[src/sgcfg_pkg.sv]
// sgcfg_pkg: constants, modes and states of the dma configuration block
// assumes: included first by every design file of the block
package sgcfg_pkg;
   localparam int DESC_BUS_DATA_WIDTH  = 32;
   localparam int DESC_BUS_ADDR_WIDTH  = 32;
   localparam int STATUS_STREAM_WIDTH  = 32;
   localparam int CONTROL_STREAM_WIDTH = 32;
   localparam int LENGTH_WIDTH_MIN     = 8;
   localparam int LENGTH_WIDTH_MAX     = 23;
   localparam int LENGTH_FIELD_WIDTH   = 14;
   localparam int DATA_WIDTH           = 32;
   localparam int FIFO_DEPTH           = 16;
   localparam int DESC_QUEUE_DEPTH     = 4;
   localparam int DESC_QUEUE_IDX_W     = 2;
   localparam int DESC_QUEUE_CNT_W     = 3;
   localparam int DESC_WORDS           = 8;
   localparam int DESC_WORD_IDX_W      = 3;
   localparam int DESC_OFS_NEXT        = 0;
   localparam int DESC_OFS_BUFFER      = 2;
   localparam int DESC_OFS_CONTROL     = 6;
   localparam int DESC_OFS_STATUS      = 7;
   localparam int SIMPLE_MODE          = 0;
   localparam int SG_MODE              = 1;
   localparam logic RST_SG_OPTION      = 1'b1;
   localparam logic RST_QUEUE_OPTION   = 1'b0;
   localparam logic RST_SIDEBAND       = 1'b1;
   localparam logic RST_STS_LENGTH     = 1'b1;
   localparam logic RST_ASYNC_CLOCK    = 1'b0;
   localparam int GAP_QUEUED_CYCLES    = 1;
   localparam logic [DESC_BUS_DATA_WIDTH-1:0] DESC_CMPLT_BIT =
      32'h8000_0000;
   localparam logic [DESC_BUS_DATA_WIDTH-1:0] DESC_SHORT_BIT =
      32'h4000_0000;

   typedef enum logic [2:0] {
      SGCFG_IDLE  = 3'b000,
      SGCFG_FETCH = 3'b001,
      SGCFG_XFER  = 3'b010,
      SGCFG_UPD   = 3'b011,
      SGCFG_WAIT  = 3'b100
   } sgcfg_state_t;
endpackage

[src/sgcfg_fifo.sv]
// sgcfg_fifo: synchronous fifo with valid/ready on both sides
// assumes: one clock, active-low asynchronous reset
`timescale 1ns/1ns
module sgcfg_fifo
   import sgcfg_pkg::*;
#(
   parameter int WIDTH = 32,
   parameter int DEPTH = 16
) (
   input  wire logic             clk,
   input  wire logic             rst_b,
   input  wire logic [WIDTH-1:0] in_data,
   input  wire logic             in_valid,
   output logic                  in_ready,
   output logic      [WIDTH-1:0] out_data,
   output logic                  out_valid,
   input  wire logic             out_ready,
   output logic [$clog2(DEPTH):0] level
);
   localparam int AW = $clog2(DEPTH);
   logic [WIDTH-1:0] mem_q [DEPTH];
   logic [AW-1:0]    wr_q, wr_d, rd_q, rd_d;
   logic [AW:0]      cnt_q, cnt_d;
   logic             push, pop;

   assign in_ready  = (cnt_q != DEPTH[AW:0]);
   assign out_valid = (cnt_q != '0);
   assign out_data  = mem_q[rd_q];
   assign level     = cnt_q;

   always_comb begin
      push  = in_valid && in_ready;
      pop   = out_valid && out_ready;
      wr_d  = push ? wr_q + 1'b1 : wr_q;
      rd_d  = pop ? rd_q + 1'b1 : rd_q;
      cnt_d = cnt_q;
      if (push && !pop) begin
         cnt_d = cnt_q + 1'b1;
      end else if (pop && !push) begin
         cnt_d = cnt_q - 1'b1;
      end
   end

   always_ff @(posedge clk or negedge rst_b) begin
      if (!rst_b) begin
         wr_q  <= '0;
         rd_q  <= '0;
         cnt_q <= '0;
      end else begin
         wr_q  <= wr_d;
         rd_q  <= rd_d;
         cnt_q <= cnt_d;
      end
   end

   always_ff @(posedge clk) begin
      if (push) begin
         mem_q[wr_q] <= in_data;
      end
   end
endmodule // sgcfg_fifo

[src/sgcfg_lenq.sv]
// sgcfg_lenq: catches the receive length from the status stream
// assumes: status beats are synchronous to clk; last beat marks packet end
`timescale 1ns/1ns
module sgcfg_lenq
   import sgcfg_pkg::*;
(
   input  wire logic                          clk,
   input  wire logic                          rst_b,
   input  wire logic                          enable,
   input  wire logic [STATUS_STREAM_WIDTH-1:0] sts_tdata,
   input  wire logic                          sts_tvalid,
   input  wire logic                          sts_tlast,
   input  wire logic                          take,
   output logic                               len_valid,
   output logic [LENGTH_FIELD_WIDTH-1:0]      len_value
);
   logic                          valid_q, valid_d;
   logic [LENGTH_FIELD_WIDTH-1:0] len_q, len_d;

   always_comb begin
      valid_d = valid_q;
      len_d   = len_q;
      if (take) begin
         valid_d = 1'b0;
      end
      // set wins over the consuming clear
      if (enable && sts_tvalid && sts_tlast) begin // RULE19
         valid_d = 1'b1;
         len_d   = sts_tdata[LENGTH_FIELD_WIDTH-1:0]; // RULE18
      end
   end

   always_ff @(posedge clk or negedge rst_b) begin
      if (!rst_b) begin
         valid_q <= 1'b0;
         len_q   <= '0;
      end else begin
         valid_q <= valid_d;
         len_q   <= len_d;
      end
   end

   assign len_valid = valid_q;
   assign len_value = len_q;
endmodule // sgcfg_lenq

[src/sgcfg_top.sv]
// Operation
// RULE1: descriptor master data bus is 32 bits for reads and writes.
// RULE2: descriptor master address bus is 32 bits for reads and writes.
// RULE3: option 0 selects simple mode, 1 scatter/gather; default 1.
// RULE4: without scatter/gather, fetch outputs stay low and inputs ignored.
// RULE5: with queuing, descriptors prefetched; gap about one clock. Code re-reads cur_q in transfer and discards it; next_q fetched after update.
// RULE6: without queuing, fetch, transfer, update, then next fetch.
// RULE7: without queuing, idle cycles may appear between or inside packets.
// RULE8: queue, sideband and length options act only in scatter/gather mode.
// RULE9: sideband emits read-channel control words, takes write status words.
// RULE10: per-packet metadata rides sideband streams, not primary data.
// RULE11: status input stream words are 32 bits.
// RULE12: control output stream words are 32 bits.
// RULE13: last status word captured as receive length ahead of data.
// RULE14: data mover commanded with exactly the receive byte count.
// RULE15: fewer bytes than commanded is a shortfall, handled cleanly. Code compares the beat count got_q + 1 with the byte count bytes_q.
// RULE16: without length option, store-and-forward before memory writes.
// RULE17: clock frequency settings only matter with async option set.
// RULE18: receive length sits in low length-width bits of last status word.
// RULE19: last status word is the beat flagged with packet end.
// sgcfg_top: descriptor sequencer, sideband streams and write length path
// assumes: one clock; memory answers descriptor reads on desc_rd_* pins
`timescale 1ns/1ns
module sgcfg_top
   import sgcfg_pkg::*;
(
   input  wire logic                            clk,
   input  wire logic                            rst_b,
   input  wire logic                            scatter_gather_option,
   input  wire logic                            descriptor_queue_option,
   input  wire logic                            sideband_stream_option,
   input  wire logic                            status_length_option,
   input  wire logic                            async_clock_option,
   input  wire logic                            run,
   input  wire logic [DESC_BUS_ADDR_WIDTH-1:0]  first_desc_addr,
   output logic      [DESC_BUS_ADDR_WIDTH-1:0]  desc_rd_addr,
   output logic                                 desc_rd_req,
   input  wire logic                            desc_rd_ack,
   input  wire logic [DESC_BUS_DATA_WIDTH-1:0]  desc_rd_data,
   input  wire logic                            desc_rd_dvalid,
   output logic      [DESC_BUS_ADDR_WIDTH-1:0]  desc_wr_addr,
   output logic      [DESC_BUS_DATA_WIDTH-1:0]  desc_wr_data,
   output logic                                 desc_wr_req,
   input  wire logic                            desc_wr_ack,
   output logic      [CONTROL_STREAM_WIDTH-1:0] ctl_tdata,
   output logic                                 ctl_tvalid,
   output logic                                 ctl_tlast,
   input  wire logic                            ctl_tready,
   input  wire logic [STATUS_STREAM_WIDTH-1:0]  sts_tdata,
   input  wire logic                            sts_tvalid,
   input  wire logic                            sts_tlast,
   output logic                                 sts_tready,
   input  wire logic [DATA_WIDTH-1:0]           wr_tdata,
   input  wire logic                            wr_tvalid,
   input  wire logic                            wr_tlast,
   output logic                                 wr_tready,
   output logic      [DATA_WIDTH-1:0]           mem_wdata,
   output logic                                 mem_wvalid,
   input  wire logic                            mem_wready,
   output logic      [LENGTH_FIELD_WIDTH-1:0]   mover_bytes,
   output logic                                 mover_cmd,
   output logic                                 shortfall,
   output logic                                 sg_active,
   output logic                                 cdc_in_use
);
   logic                                 sg_on, q_on, sb_on, len_on;
   sgcfg_state_t                         st_q, st_d;
   logic [DESC_BUS_ADDR_WIDTH-1:0]       cur_q, cur_d;
   logic [DESC_BUS_ADDR_WIDTH-1:0]       next_q, next_d;
   logic [DESC_WORD_IDX_W-1:0]           word_q, word_d;
   logic [DESC_BUS_DATA_WIDTH-1:0]       ctlw_q, ctlw_d;
   logic                                 rd_req_q, rd_req_d;
   logic                                 wr_req_q, wr_req_d;
   logic [DESC_QUEUE_CNT_W-1:0]          qcnt_q, qcnt_d;
   logic [DESC_BUS_DATA_WIDTH-1:0]       side_q, side_d;
   logic                                 ctlv_q, ctlv_d;
   logic [LENGTH_FIELD_WIDTH-1:0]        bytes_q, bytes_d, got_q, got_d;
   logic                                 cmd_q, cmd_d, short_q, short_d;
   logic                                 pkt_done_q, pkt_done_d;
   logic                                 fifo_out_v, fifo_out_r, fifo_in_r;
   logic [DATA_WIDTH-1:0]                fifo_out_d;
   logic [$clog2(FIFO_DEPTH):0]          fifo_lvl;
   logic                                 len_v, len_take;
   logic [LENGTH_FIELD_WIDTH-1:0]        len_val;
   logic                                 wbeat;

   // queue, sideband and length options are qualified by scatter/gather
   assign sg_on  = scatter_gather_option == 1'(SG_MODE); // RULE3
   assign q_on   = sg_on && descriptor_queue_option;      // RULE8
   assign sb_on  = sg_on && sideband_stream_option;       // RULE8
   assign len_on = sb_on && status_length_option;         // RULE8

   sgcfg_lenq u_lenq (
      .clk        (clk),
      .rst_b      (rst_b),
      .enable     (len_on),
      .sts_tdata  (sts_tdata),
      .sts_tvalid (sts_tvalid),
      .sts_tlast  (sts_tlast),
      .take       (len_take),
      .len_valid  (len_v),
      .len_value  (len_val)
   );

   sgcfg_fifo #(.WIDTH(DATA_WIDTH), .DEPTH(FIFO_DEPTH)) u_fifo (
      .clk       (clk),
      .rst_b     (rst_b),
      .in_data   (wr_tdata),
      .in_valid  (wr_tvalid),
      .in_ready  (fifo_in_r),
      .out_data  (fifo_out_d),
      .out_valid (fifo_out_v),
      .out_ready (fifo_out_r),
      .level     (fifo_lvl)
   );

   assign wbeat = wr_tvalid && fifo_in_r;

   // descriptor sequencer
   always_comb begin
      st_d     = st_q;
      cur_d    = cur_q;
      next_d   = next_q;
      word_d   = word_q;
      ctlw_d   = ctlw_q;
      rd_req_d = rd_req_q;
      wr_req_d = wr_req_q;
      qcnt_d   = qcnt_q;
      unique case (st_q)
         SGCFG_IDLE: begin
            if (run && sg_on) begin
               cur_d    = first_desc_addr;
               word_d   = '0;
               rd_req_d = 1'b1;
               st_d     = SGCFG_FETCH;
            end
         end
         SGCFG_FETCH: begin
            if (desc_rd_ack) begin
               rd_req_d = 1'b0;
            end
            if (desc_rd_dvalid) begin
               if (word_q == DESC_WORD_IDX_W'(DESC_OFS_NEXT)) begin
                  next_d = desc_rd_data;
               end
               if (word_q == DESC_WORD_IDX_W'(DESC_OFS_CONTROL)) begin
                  ctlw_d = desc_rd_data;
               end
               word_d = word_q + 1'b1;
               if (word_q == DESC_WORD_IDX_W'(DESC_WORDS - 1)) begin
                  st_d = SGCFG_XFER;
                  if (q_on && qcnt_q < DESC_QUEUE_CNT_W'(DESC_QUEUE_DEPTH))
                  begin
                     qcnt_d = qcnt_q + 1'b1; // RULE5
                  end
               end
            end
         end
         SGCFG_XFER: begin
            if (pkt_done_q || !run) begin
               wr_req_d = 1'b1;
               st_d     = SGCFG_UPD;
            end else if (q_on && qcnt_q != '0 && !rd_req_q) begin
               // raise a read request at cur_q while this one transfers
               rd_req_d = 1'b1; // RULE5
            end
         end
         SGCFG_UPD: begin
            if (desc_wr_ack) begin
               wr_req_d = 1'b0;
               if (qcnt_q != '0) begin
                  qcnt_d = qcnt_q - 1'b1;
               end
               st_d = SGCFG_WAIT; // RULE7
            end
         end
         SGCFG_WAIT: begin
            // next fetch only after the update is written back
            cur_d  = next_q; // RULE6
            word_d = '0;
            if (run) begin
               rd_req_d = 1'b1; // RULE6
               st_d     = SGCFG_FETCH;
            end else begin
               st_d = SGCFG_IDLE;
            end
         end
         default: st_d = SGCFG_IDLE;
      endcase
      if (!sg_on) begin
         st_d     = SGCFG_IDLE; // RULE4
         rd_req_d = 1'b0;
         wr_req_d = 1'b0;
         qcnt_d   = '0;
      end
   end

   always_ff @(posedge clk or negedge rst_b) begin
      if (!rst_b) begin
         st_q     <= SGCFG_IDLE;
         cur_q    <= '0;
         next_q   <= '0;
         word_q   <= '0;
         ctlw_q   <= '0;
         rd_req_q <= 1'b0;
         wr_req_q <= 1'b0;
         qcnt_q   <= '0;
      end else begin
         st_q     <= st_d;
         cur_q    <= cur_d;
         next_q   <= next_d;
         word_q   <= word_d;
         ctlw_q   <= ctlw_d;
         rd_req_q <= rd_req_d;
         wr_req_q <= wr_req_d;
         qcnt_q   <= qcnt_d;
      end
   end

   // sideband control word out, write length path
   always_comb begin
      side_d     = side_q;
      ctlv_d     = ctlv_q;
      bytes_d    = bytes_q;
      got_d      = got_q;
      cmd_d      = 1'b0;
      short_d    = short_q;
      pkt_done_d = 1'b0;
      len_take   = 1'b0;
      if (ctlv_q && ctl_tready) begin
         ctlv_d = 1'b0;
      end
      if (sb_on && st_q == SGCFG_FETCH && desc_rd_dvalid &&
          word_q == DESC_WORD_IDX_W'(DESC_OFS_CONTROL)) begin
         side_d = desc_rd_data; // RULE9 RULE10 RULE12
         ctlv_d = 1'b1;
      end
      if (len_on && len_v && st_q == SGCFG_XFER && got_q == '0) begin
         bytes_d  = len_val; // RULE13 RULE14
         cmd_d    = 1'b1;
         len_take = 1'b1;
      end else if (!len_on && st_q == SGCFG_XFER && wr_tlast && wbeat) begin
         // whole packet buffered before the mover is commanded
         bytes_d = LENGTH_FIELD_WIDTH'(got_q + 1'b1); // RULE16
         cmd_d   = 1'b1;
      end
      if (wbeat) begin
         got_d = wr_tlast ? '0 : LENGTH_FIELD_WIDTH'(got_q + 1'b1);
         if (wr_tlast) begin
            pkt_done_d = 1'b1;
            short_d = len_on &&
               (LENGTH_FIELD_WIDTH'(got_q + 1'b1) < bytes_q); // RULE15
         end
      end
      if (!sg_on) begin
         ctlv_d = 1'b0;
      end
   end

   always_ff @(posedge clk or negedge rst_b) begin
      if (!rst_b) begin
         side_q     <= '0;
         ctlv_q     <= 1'b0;
         bytes_q    <= '0;
         got_q      <= '0;
         cmd_q      <= 1'b0;
         short_q    <= 1'b0;
         pkt_done_q <= 1'b0;
      end else begin
         side_q     <= side_d;
         ctlv_q     <= ctlv_d;
         bytes_q    <= bytes_d;
         got_q      <= got_d;
         cmd_q      <= cmd_d;
         short_q    <= short_d;
         pkt_done_q <= pkt_done_d;
      end
   end

   // store-and-forward holds data while a packet is only partly in
   assign fifo_out_r = mem_wready && (len_on || got_q == '0); // RULE16

   // descriptor bus outputs, addresses and data low while scatter/gather is off, requests one cycle later
   assign desc_rd_addr = sg_on ? cur_q : '0;          // RULE2 RULE4
   assign desc_rd_req  = rd_req_q;                     // RULE4
   assign desc_wr_addr = sg_on ?
      cur_q + DESC_BUS_ADDR_WIDTH'(DESC_OFS_STATUS * 4) : '0; // RULE2
   assign desc_wr_data = sg_on ?
      (DESC_CMPLT_BIT | (short_q ? DESC_SHORT_BIT : '0) |
       DESC_BUS_DATA_WIDTH'(bytes_q)) : '0;            // RULE1 RULE4
   assign desc_wr_req  = wr_req_q;
   assign ctl_tdata    = side_q;
   assign ctl_tvalid   = ctlv_q;
   assign ctl_tlast    = ctlv_q;
   assign sts_tready   = sb_on;                        // RULE11
   assign wr_tready    = fifo_in_r;
   assign mem_wdata    = fifo_out_d;
   assign mem_wvalid   = fifo_out_v;
   assign mover_bytes  = bytes_q;
   assign mover_cmd    = cmd_q;
   assign shortfall    = short_q;
   assign sg_active    = st_q != SGCFG_IDLE;
   assign cdc_in_use   = async_clock_option;           // RULE17
endmodule // sgcfg_top

[config.mk]
export PLATFORM = sky130hd
export DESIGN_NAME = sgcfg_top
export DESIGN_NICKNAME = d
export VERILOG_FILES = /design/src/sgcfg_pkg.sv /design/src/sgcfg_fifo.sv /design/src/sgcfg_lenq.sv /design/src/sgcfg_top.sv
export SDC_FILE = /design/constraint.sdc
export NUM_CORES = 1
export LEC_CHECK = 0
export ABC_AREA = 1
export BUFFER_PORTS_ARGS = -buffer_cell sky130_fd_sc_hd__buf_2
export CAP_MARGIN = 20
export CORE_MARGIN = 4
export CORE_UTILIZATION = 32
export CTS_BUF_LIST = sky130_fd_sc_hd__clkbuf_2 sky130_fd_sc_hd__clkbuf_4 sky130_fd_sc_hd__clkbuf_8
export DETAILED_ROUTE_END_ITERATION = 8
export PLACE_DENSITY = 0.55
export SLEW_MARGIN = 15
export SYNTH_ARGS = -nofsm -noshare
export SYNTH_HDL_FRONTEND = slang
export SYNTH_SLANG_ARGS = --single-unit
[constraint.sdc]
create_clock -name clk -period 3.8 [get_ports clk]
set_input_delay 0.38 -clock clk [delete_from_list [all_inputs] [get_ports clk]]
set_output_delay 0.38 -clock clk [all_outputs]
set_load 0.01 [all_outputs]
After elaboration in Yosys (flattened, before gate mapping)
Memories as Yosys holds them, arrays and structs flattened.
Index checks and enable logic that the tools add are counted.

cells by class
  $add $sub $neg = 9
  magnitude comparators = 2
  eq/ne operators = 24
  mux-type cells = 52
  bitwise logic cells = 1
  reductions and logical operators = 51

operators by type and width
  cell                                                   count
  2-to-1 mux 32 bit                                      4
  one-hot mux 32 bit (2 select lines)                    1
  2-to-1 mux 14 bit                                      3
  2-to-1 mux 3 bit                                       14
  inequality test 3 bit, second input constant           11
  adder 32 x 5 -> 32 bit, second input constant          1
  OR 32 x 14 -> 32 bit                                   1
  2-to-1 mux 31 bit                                      1
  logical AND 1 bit                                      25
  2-to-1 mux 1 bit                                       22
  one-hot mux 3 bit (5 select lines)                     1
  adder 14 x 1 -> 14 bit, second input constant          1
  logical NOT 14 bit                                     1
  less-than comparator 14 bit                            1
  AND reduction 6 bit                                    2
  2-to-1 mux 5 bit                                       2
  == test 3 bit, second input constant                   3
  inequality test 3 x 1 -> 1 bit, second input constant  3
  one-hot mux 3 bit (3 select lines)                     1
  AND reduction 3 bit                                    3
  nonzero test 3 bit                                     3
  adder 4 x 1 -> 4 bit, second input constant            2
  nonzero test 2 bit                                     4
  adder 3 x 1 -> 3 bit, second input constant            2
  18 further kinds                                       27

storage, ports and cells
  flip-flop bits (word level) = 167
  memory bits (writable) = 512
  input port bits = 145
  output and inout port bits = 185
  memories = 1

memories
  name          depth  width  rd ports  clocked after memory_dff  wr ports  line              RTL
  u_fifo.mem_q  16     32     1         0                         1         sgcfg_fifo.sv:21  logic [WIDTH-1:0] mem_q [DEPTH];

Logic depth before layout (Yosys ltp)
Gate-level depths: netlist of run 1.

  word-level depth = 8
  gate-level depth with buffers = 16

Hierarchy
From an unflattened synthesis of run 1, not the netlist that was laid out.

unflattened totals
  cells, all modules = 3313
  area total of the unflattened synthesis = 31186.2 sq um

by module, submodules not included
  module      times used  cells each  area an instance (sq um)  sequential area each (sq um)
  sgcfg_fifo  1           2112        22277.6                   15700.1
  sgcfg_top   1           1137        8295.5                    3478.3
  sgcfg_lenq  1           64          613.1                     375.4

Worst setup path before layout of run 1
Ideal clock, no wire load.

  kind = register to register
  from = register u_fifo.cnt_q[0] (netlist: u_fifo.level[0])
  to = memory u_fifo.mem_q[0][0] (enable)
  library setup time = 0.421 ns
  data arrival time = 2.511 ns
  data required time = 3.379 ns
  slack = 0.868 ns
  stages on the path, launching flop included = 8
  cells stage by stage = dfrtp_1 -> nor2_1 -> nand3_1 -> nand2_2 -> inv_1 -> buf_2 -> nand2_1 -> nor2_1

on the way
  cells in the longest elaborated chain, start to end = 4

RTL lines
  item                                    line              RTL
  start, declared                         sgcfg_fifo.sv:23  logic [AW:0] cnt_q, cnt_d;
  start signal, assigned                  sgcfg_fifo.sv:52  cnt_q <= cnt_d;
  inequality test 5 bit                   sgcfg_fifo.sv:26  assign in_ready = (cnt_q != DEPTH[AW:0]);
  via wr_tready                           sgcfg_top.sv:56   output logic wr_tready,
  logical AND 1 bit                       sgcfg_fifo.sv:32  push = in_valid && in_ready;
  2-to-1 mux 1 bit                        sgcfg_fifo.sv:57  if (push) begin
  2-to-1 mux 1 bit (not written as such)  sgcfg_fifo.sv:58  mem_q[wr_q] <= in_data;
  end, declared                           sgcfg_fifo.sv:21

The timed path passes the listed nets, and every way through them passes these cells.

Final worst setup path of run 1
  from = register u_fifo.rd_q[1]
  to = output mem_wdata[20]

on the way
  cells in the longest elaborated chain, start to end = 1

RTL lines
  item                    line              RTL
  start, declared         sgcfg_fifo.sv:22  logic [AW-1:0] wr_q, wr_d, rd_q, rd_d;
  start signal, assigned  sgcfg_fifo.sv:51  rd_q <= rd_d;
  memory (16 x 32 bit)    n/a
  end, declared           sgcfg_top.sv:57   output logic [DATA_WIDTH-1:0] mem_wdata,

No other way between the ends.

==> results.py, run 1 <==
metrics = {
    "run_status": {
        "status": "finished, final reports clean",
    },
    "sta": {
        "worst_pin_slew_ns": 1.03,
        "rsz0062_at_grt": "no",
        "max_freq_ghz": 0.299,
        "final_hold_viol_count": 0,
        "setup_viol": 0,
        "finalClockSkew_ns": 0.0469,
        "timing.final.crit_share": 0.881,
        "timing.final.max_slew_violations": 0,
        "totalNegativeSetupSlack_ns": 0,
        "post-route-min-period_ns": 3.35,
        "max_slew_margin": 0.308,
    },
    "yosys": {
        "postSynth.asyncResetShare": 0.246,
        "post_synth_instance_area_sq_mm": 0.0296,
        "synth_enable_flop_cells": 512,
        "ys_top_cells_by_area": "edfxtp_1 52%, dfrtp_1 14%, nand2_1 8.8%, nor2_1 4.5%, o21ai_0 4.0%",
        "synth_seq_area_share": 0.660,
        "synthMostInstantiatedCell": "nand2_1",
        "syn_area_per_cell_sq_um": 10.4,
        "synth.top_cell.area_share": 0.519,
        "synth-seq-cells": 679,
        "ys_top_cells_by_count": "697 x nand2_1, 512 x edfxtp_1, 353 x nor2_1, 239 x o21ai_0, 189 x inv_1",
        "commonest_register_cell_after_synthesis": "edfxtp_1",
        "number_of_distinct_library_cells_after_synthesis": 39,
        "count_of_yosys_warnings_during_synthesis": 0,
        "yosys.area.top_type": "edfxtp_1",
        "synth_cells": 2852,
    },
    "clock_tree": {
        "clk_path_buf_depth": 3,
        "clk_transition_reported_paths_ns": 0.06,
        "post_cts.resized_instances": 0,
        "cts_tree": "yes",
        "clk-insertion-delay-late_ns": 0.72,
        "cts_buffers": 114,
        "clock_sinks": 679,
        "root_buffer": "clkbuf_8",
        "clock_tree.htree_level_count": 3,
    },
    "global_route": {
        "grt_pass1_wl_um": 131000,
        "grt_max_degree": 185,
        "grt_antenna_before_repair": 5,
        "grt_overflow_total": 0,
        "global_route.usage.total": 0.171,
        "grt_pass1_vias": 21600,
    },
    "drt": {
        "antenna_left": 0,
        "detailed_route_drc_error_count": 0,
        "via_count": 21800,
        "vias_per_cell": 4.78,
        "postRouteWirelength_um": 85400,
        "firstDrtPassIters": 5,
        "routedWlPerCell_um": 18.7,
        "drt_iter0_drc": 1449,
    },
    "worst_hold_path": {
        "hold_path_startpoint": "desc_wr_ack",
        "min_path_cells": 5,
        "hold_path_class": "input pin to flop",
        "whs_endpoint": "st_q[1]$_DFFE_PN0P_",
    },
    "placed_design": {
        "dp_hpwl_um": 51700,
        "placement.io_buffers": 293,
        "gp_congestion": 0.889,
        "detailed_place.area_sq_mm": 0.0325,
    },
    "finish": {
        "final_nets": 3463,
        "multi_input_comb_area_sq_mm": 0.00865,
        "design_area_sq_mm": 0.0360,
        "num-fill-cells": 9004,
        "post_route_cells_drive_above_1_share": 0.173,
        "area.sequential_sq_mm": 0.0196,
        "area_delta_synth_final_pct": 21.5,
    },
    "power_and_ir_drop": {
        "max-vdd-ir-drop_mv": 0.837,
        "power_density_mw_per_mm2": 684,
        "power_leakage_uw": 0.0148,
    },
    "critical_path": {
        "setup.reg_to_reg.worst_slack_ns": 1.02,
        "worstRegToRegCells": 16,
        "worstPathArrival_ns": 2.97,
        "worstPathMaxFanout": 38,
        "worst_r2r_endpoint": "u_fifo.level[4]$_DFFE_PN0P_",
        "worstSetupPathType": "flop to primary output",
        "regToRegStartpoint": "got_q[0]$_DFFE_PN0P_",
        "cp-start-kind": "flop",
        "timing.critical_path.required_ns": 3.42,
        "setup.worst_path.end_class": "primary output",
    },
    "floorplanning": {
        "die-area_sq_mm": 0.0975,
        "design.portCount": 330,
        "die_y_um": 312,
        "fp-row-count": 111,
        "core_area_sq_mm": 0.0917,
        "initial_cell_density_of_the_core": 0.323,
        "die-width_um": 312,
    },
    "run": {
        "drv_cap": 0,
    },
}
-- layout make-up --
cell class / instances / area share
Antenna cell: 4 / 0.000278
Clock buffer: 150 / 0.0520
Multi-Input combinational cell: 1834 / 0.240
Clock inverter: 54 / 0.0121
Inverter: 194 / 0.0204
Tap cell: 1186 / 0.0412
Timing Repair Buffer: 464 / 0.0898
Sequential cell: 679 / 0.544
-- worst max-delay path, cell delays in order (launching register included) --
cell      delay (ns)
dfrtp_4         0.83
buf_4           0.52
o21ai_0         0.17
o211ai_1        0.22
nand2_1         0.11
nand2_1         0.17
buf_2           0.19
-- kinds of logic (layout without fill, tap and decap cells) --
group | count (synthesis) | after routing | synth area share
AOI/OAI and AO/OA | 501 | 501 | 0.0911
xor gates and xnor gates | 18 | 18 | 0.00532
adders and majority gates | 31 | 31 | 0.0136
buffers and inverters | 355 | 862 | 0.0538
DFF | 679 | 679 | 0.660
muxes | 14 | 14 | 0.00532
other | 1 | 20 | 0.000127
and+or+nand+nor | 1253 | 1254 | 0.170
-- layer usage --
layer  GRT usage  wire length [um]  part of all wire  vias to the layer above
met5           0                13           0.00015                        -
met1       0.225             37500              0.44                    10600
li1            -                 -                 -                    10600
met3      0.0363              4560             0.053                      149
met2       0.285             40900              0.48                      532
met4      0.0550              2450             0.029                        2
-- worst max path at each step --
stage / startpoint / end / slack [ns] / cells past startpoint
after floorplan: u_fifo.level[0]$_DFFE_PN0P_ / u_fifo.mem_q[0][0]$_DFFE_PP_ / 0.87 / 7
after global placement: u_fifo.rd_q[1]$_DFFE_PN0P_ / mem_wdata[10] / 0.83 / 8
after detailed placement: u_fifo.rd_q[1]$_DFFE_PN0P_ / mem_wdata[10] / 0.85 / 8
after CTS: u_fifo.rd_q[1]$_DFFE_PN0P_ / mem_wdata[10] / 0.03 / 8
after global routing: u_fifo.rd_q[1]$_DFFE_PN0P_ / mem_wdata[24] / 0.24 / 7
final: u_fifo.rd_q[1]$_DFFE_PN0P_ / mem_wdata[20] / 0.45 / 6
-- flip-flops by register name (all words and copies together), names as in the netlist --
signal and count:
desc_wr_req 1, u_lenq.len_valid 1, st_q 3, shortfall 1, pkt_done_q 1, word_q 3, mover_cmd 1, u_fifo.wr_q 4
u_lenq.len_value 14, u_fifo.mem_q 512, ctl_tlast 1, qcnt_q 3, next_q 32, ctl_tdata 32, u_fifo.rd_q 4, desc_rd_req 1
got_q 14, mover_bytes 14, cur_q 32, u_fifo.level 5
-- layout by cell type (no fill, tap or decap), drive strengths merged --
cell type and instances:
o21ai 288, a31oi 16, edfxtp 512, o22ai 27, nor3b 1, and2 3, clkbuf 150, diode 4
bufinv 5, clkinvlp 2, nand3b 4, buf 350, nand4 12, nand3 162, dlygate4sd3 114, xor2 16
nor2 364, mux2 14, a21oi 118, clkinv 43, nand2 701, nor3 7, conb 16, xnor2 2
inv 198, dfrtp 167, a22o 2, o211ai 48, o21a 2, fa 2, ha 29
-- report_power, final --
part | internal, uW | total (uW) | switching (uW)
Clock | 3570 | 6610 | 3040
Sequential | 9080 | 9820 | 738
Combinational | 2590 | 8180 | 5590
Total | 15300 | 24600 | 9360
-- per-stage QoR --
stage	total power (uW)	instances	worst slack, ns	hold WS [ns]	utilization
after floorplan	14900	2867	0.868	0.0844	-
after global placement	18000	4240	0.825	0.467	0.354
after detailed placement	18100	4240	0.847	0.470	0.354
after CTS	24900	4558	0.0312	0.00515	0.392
after global routing	26300	4563	0.237	0.0569	0.392
final	24600	4565	0.451	0.0978	0.393
-- timing repair --
| item | CTS | global route |
|---|---|---|
| endpoints found under the hold margin | 694 | 0 |
| endpoints found under the setup margin | 0 | 8 |
| hold buffers | 114 | 0 |
| setup buffers | 0 | 1 |
(Power assumes the default switching activity.)
==> inputs of run 2 (changes only) <==
--- a/config.mk
+++ b/config.mk
@@ -8,11 +8,12 @@
 export ABC_AREA = 1
 export BUFFER_PORTS_ARGS = -buffer_cell sky130_fd_sc_hd__buf_2
 export CAP_MARGIN = 20
-export CORE_MARGIN = 4
+export CORE_MARGIN = 1.5
 export CORE_UTILIZATION = 32
 export CTS_BUF_LIST = sky130_fd_sc_hd__clkbuf_2 sky130_fd_sc_hd__clkbuf_4 sky130_fd_sc_hd__clkbuf_8
 export DETAILED_ROUTE_END_ITERATION = 8
 export PLACE_DENSITY = 0.55
+export RECOVER_POWER = 25
 export SLEW_MARGIN = 15
 export SYNTH_ARGS = -nofsm -noshare
 export SYNTH_HDL_FRONTEND = slang
==> constraint.sdc (replaced) <==
create_clock -name clk -period 4.1 [get_ports clk]
set_input_delay 0.41 -clock clk [delete_from_list [all_inputs] [get_ports clk]]
set_output_delay 0.41 -clock clk [all_outputs]
set_load 0.01 [all_outputs]
==> results.py, run 2 (synthesis results as in run 1) <==
metrics = {
    "run_status": {
        "status": "finished, final reports clean",
    },
    "global_route": {
        "grt_pass1_vias": 21200,
        "grt_antenna_before_repair": 6,
        "grt_pass1_wl_um": 128000,
        "global_route.usage.total": 0.176,
        "grt_overflow_total": 0,
        "grt_max_degree": 147,
    },
    "clock_tree": {
        "clk-insertion-delay-late_ns": 0.79,
        "root_buffer": "clkbuf_8",
        "cts_buffers": 116,
        "clock_tree.htree_level_count": 3,
        "cts_tree": "yes",
        "clk_path_buf_depth": 3,
        "clk_transition_reported_paths_ns": 0.06,
        "clock_sinks": 679,
        "post_cts.resized_instances": 0,
    },
    "critical_path": {
        "worstSetupPathType": "flop to primary output",
        "cp-start-kind": "flop",
        "critical_path.startpoint": "u_fifo.rd_q[0]$_DFFE_PN0P_",
        "setup.worst_path.end_class": "primary output",
        "worstPathMaxFanout": 85,
        "timing.critical_path.required_ns": 3.69,
        "regToRegStartpoint": "got_q[0]$_DFFE_PN0P_",
        "worstPathArrival_ns": 3.36,
    },
    "finish": {
        "largest_reg_flops": 512,
        "final_nets": 3451,
        "layout_commonest_cell": "nand2_1",
        "final_cell_mix": "696 x nand2_1, 512 x edfxtp_1, 337 x nor2_1, 267 x buf_2, 239 x o21ai_0",
        "registers.top_by_ff_count": "u_fifo.mem_q",
        "final_core_utilization": 0.392,
        "area_delta_synth_final_pct": 21.3,
        "post_route_cells_drive_above_1_share": 0.164,
        "post_layout_nonfiller_instances": 4550,
    },
    "drt": {
        "via_count": 21800,
        "drt_iter0_drc": 1491,
        "antenna_left": 0,
        "firstDrtPassIters": 5,
        "vias_per_cell": 4.79,
        "postRouteWirelength_um": 83700,
        "routedWlPerCell_um": 18.4,
        "detailed_route_drc_error_count": 0,
    },
    "worst_hold_path": {
        "hold_path_startpoint": "desc_wr_ack",
        "hold_path_class": "input pin to flop",
    },
    "sta": {
        "max_slew_margin": 0.322,
        "finalClockSkew_ns": 0.0408,
        "setup_viol": 0,
        "timing.final.max_slew_violations": 0,
        "rsz0062_at_grt": "no",
        "totalNegativeSetupSlack_ns": 0,
        "final_hold_viol_count": 0,
        "post-route-min-period_ns": 3.77,
        "worst_pin_slew_ns": 1.01,
        "max_freq_ghz": 0.265,
        "timing.final.crit_share": 0.919,
    },
    "placed_design": {
        "placement.io_buffers": 293,
        "post-place-cells": 4228,
        "dp_hpwl_um": 50000,
        "gp_congestion": 0.865,
    },
    "floorplanning": {
        "core_area_sq_mm": 0.0917,
        "die-area_sq_mm": 0.0944,
        "die-width_um": 307,
        "design.portCount": 330,
        "fp-row-count": 111,
        "initial_cell_density_of_the_core": 0.323,
        "die_y_um": 307,
    },
    "power_and_ir_drop": {
        "power_leakage_uw": 0.0148,
        "fin_total_pwr_uw": 23000,
        "max-vdd-ir-drop_mv": 0.374,
        "power_density_mw_per_mm2": 640,
    },
    "run": {
        "drv_cap": 0,
    },
}
[run 2: changes by cell type in the layout (fill, tap and decap cells not counted), moves of 4 or more]
cell,delta
clkinv_1,-9
clkbuf_8,+8
clkbuf_4,+4
clkinv_2,-4
clkbuf_1,+25
buf_12,-6
buf_4,-8
buf_2,-25
[run 2: cell type report]
cell class                      instances  area, sq um
Fill cell                            8983        55800
Sequential cell                       679        19600
Multi-Input combinational cell       1833         8650
Timing Repair Buffer                  451         3030
Clock buffer                          162         2010
Tap cell                             1186         1480
Inverter                              194          736
Clock inverter                         41          420
Antenna cell                            4         10.0
[run 2: per-stage QoR]
step | hold WS (ns) | instance area [sq um] | setup WS, ns
after global placement | 0.463 | 32300 | 1.16
after detailed placement | 0.474 | 32300 | 1.12
after floorplan | 0.114 | 29700 | 1.17
after global routing | 0.0962 | 35900 | 0.154
after CTS | 0.00840 | 35900 | 0.311
final | 0.0988 | 35900 | 0.331
[run 2: path summary, 6_finish.rpt]
path | to | slack [ns] | depth (start not counted)
max in group asynchronous | u_fifo.rd_q[0]$_DFFE_PN0P_ | 2.58 | 3
worst min register to register | next_q[0]$_DFFE_PN0P_ | 0.48 | 2
worst max-delay path | mem_wdata[10] | 0.33 | 9
worst max register to register | u_fifo.level[4]$_DFFE_PN0P_ | 1.24 | 16
min in group asynchronous | ctl_tdata[2]$_DFFE_PN0P_ | 0.35 | 2
worst min-delay path | st_q[1]$_DFFE_PN0P_ | 0.1 | 5
[run 2: report_power, final]
| part | internal (uW) | leakage, uW | total, uW | switching (uW) |
|---|---|---|---|---|
| logic | 2340 | 0.00669 | 7370 | 5030 |
| clock network | 3610 | 0.00128 | 6440 | 2830 |
| registers | 8420 | 0.00679 | 9180 | 755 |
| total | 14400 | 0.0148 | 23000 | 8610 |
[run 2: what timing repair did]
item                                    4_1_cts  5_1_grt
hold buffers                                115        0
endpoints found under the hold margin       702        0
endpoints found under the setup margin        0        0
buffers inserted                              0        0
[run 2: critical path: stages (launching register included)]
cell	delay, ns
dfrtp_4	0.90
inv_8	0.38
buf_4	0.33
nor2_1	0.10
nor2_1	0.04
o21ai_0	0.08
o21ai_0	0.11
o21ai_0	0.19
nand2_1	0.17
buf_2	0.18
[run 2: routing by layer]
layer	global-route usage	wire length [um]	vias to the layer above
met2	0.292	40100	643
met1	0.228	36100	10400
li1	-	-	10500
met3	0.0356	4950	179
met5	0	44	-
met4	0.0629	2520	6
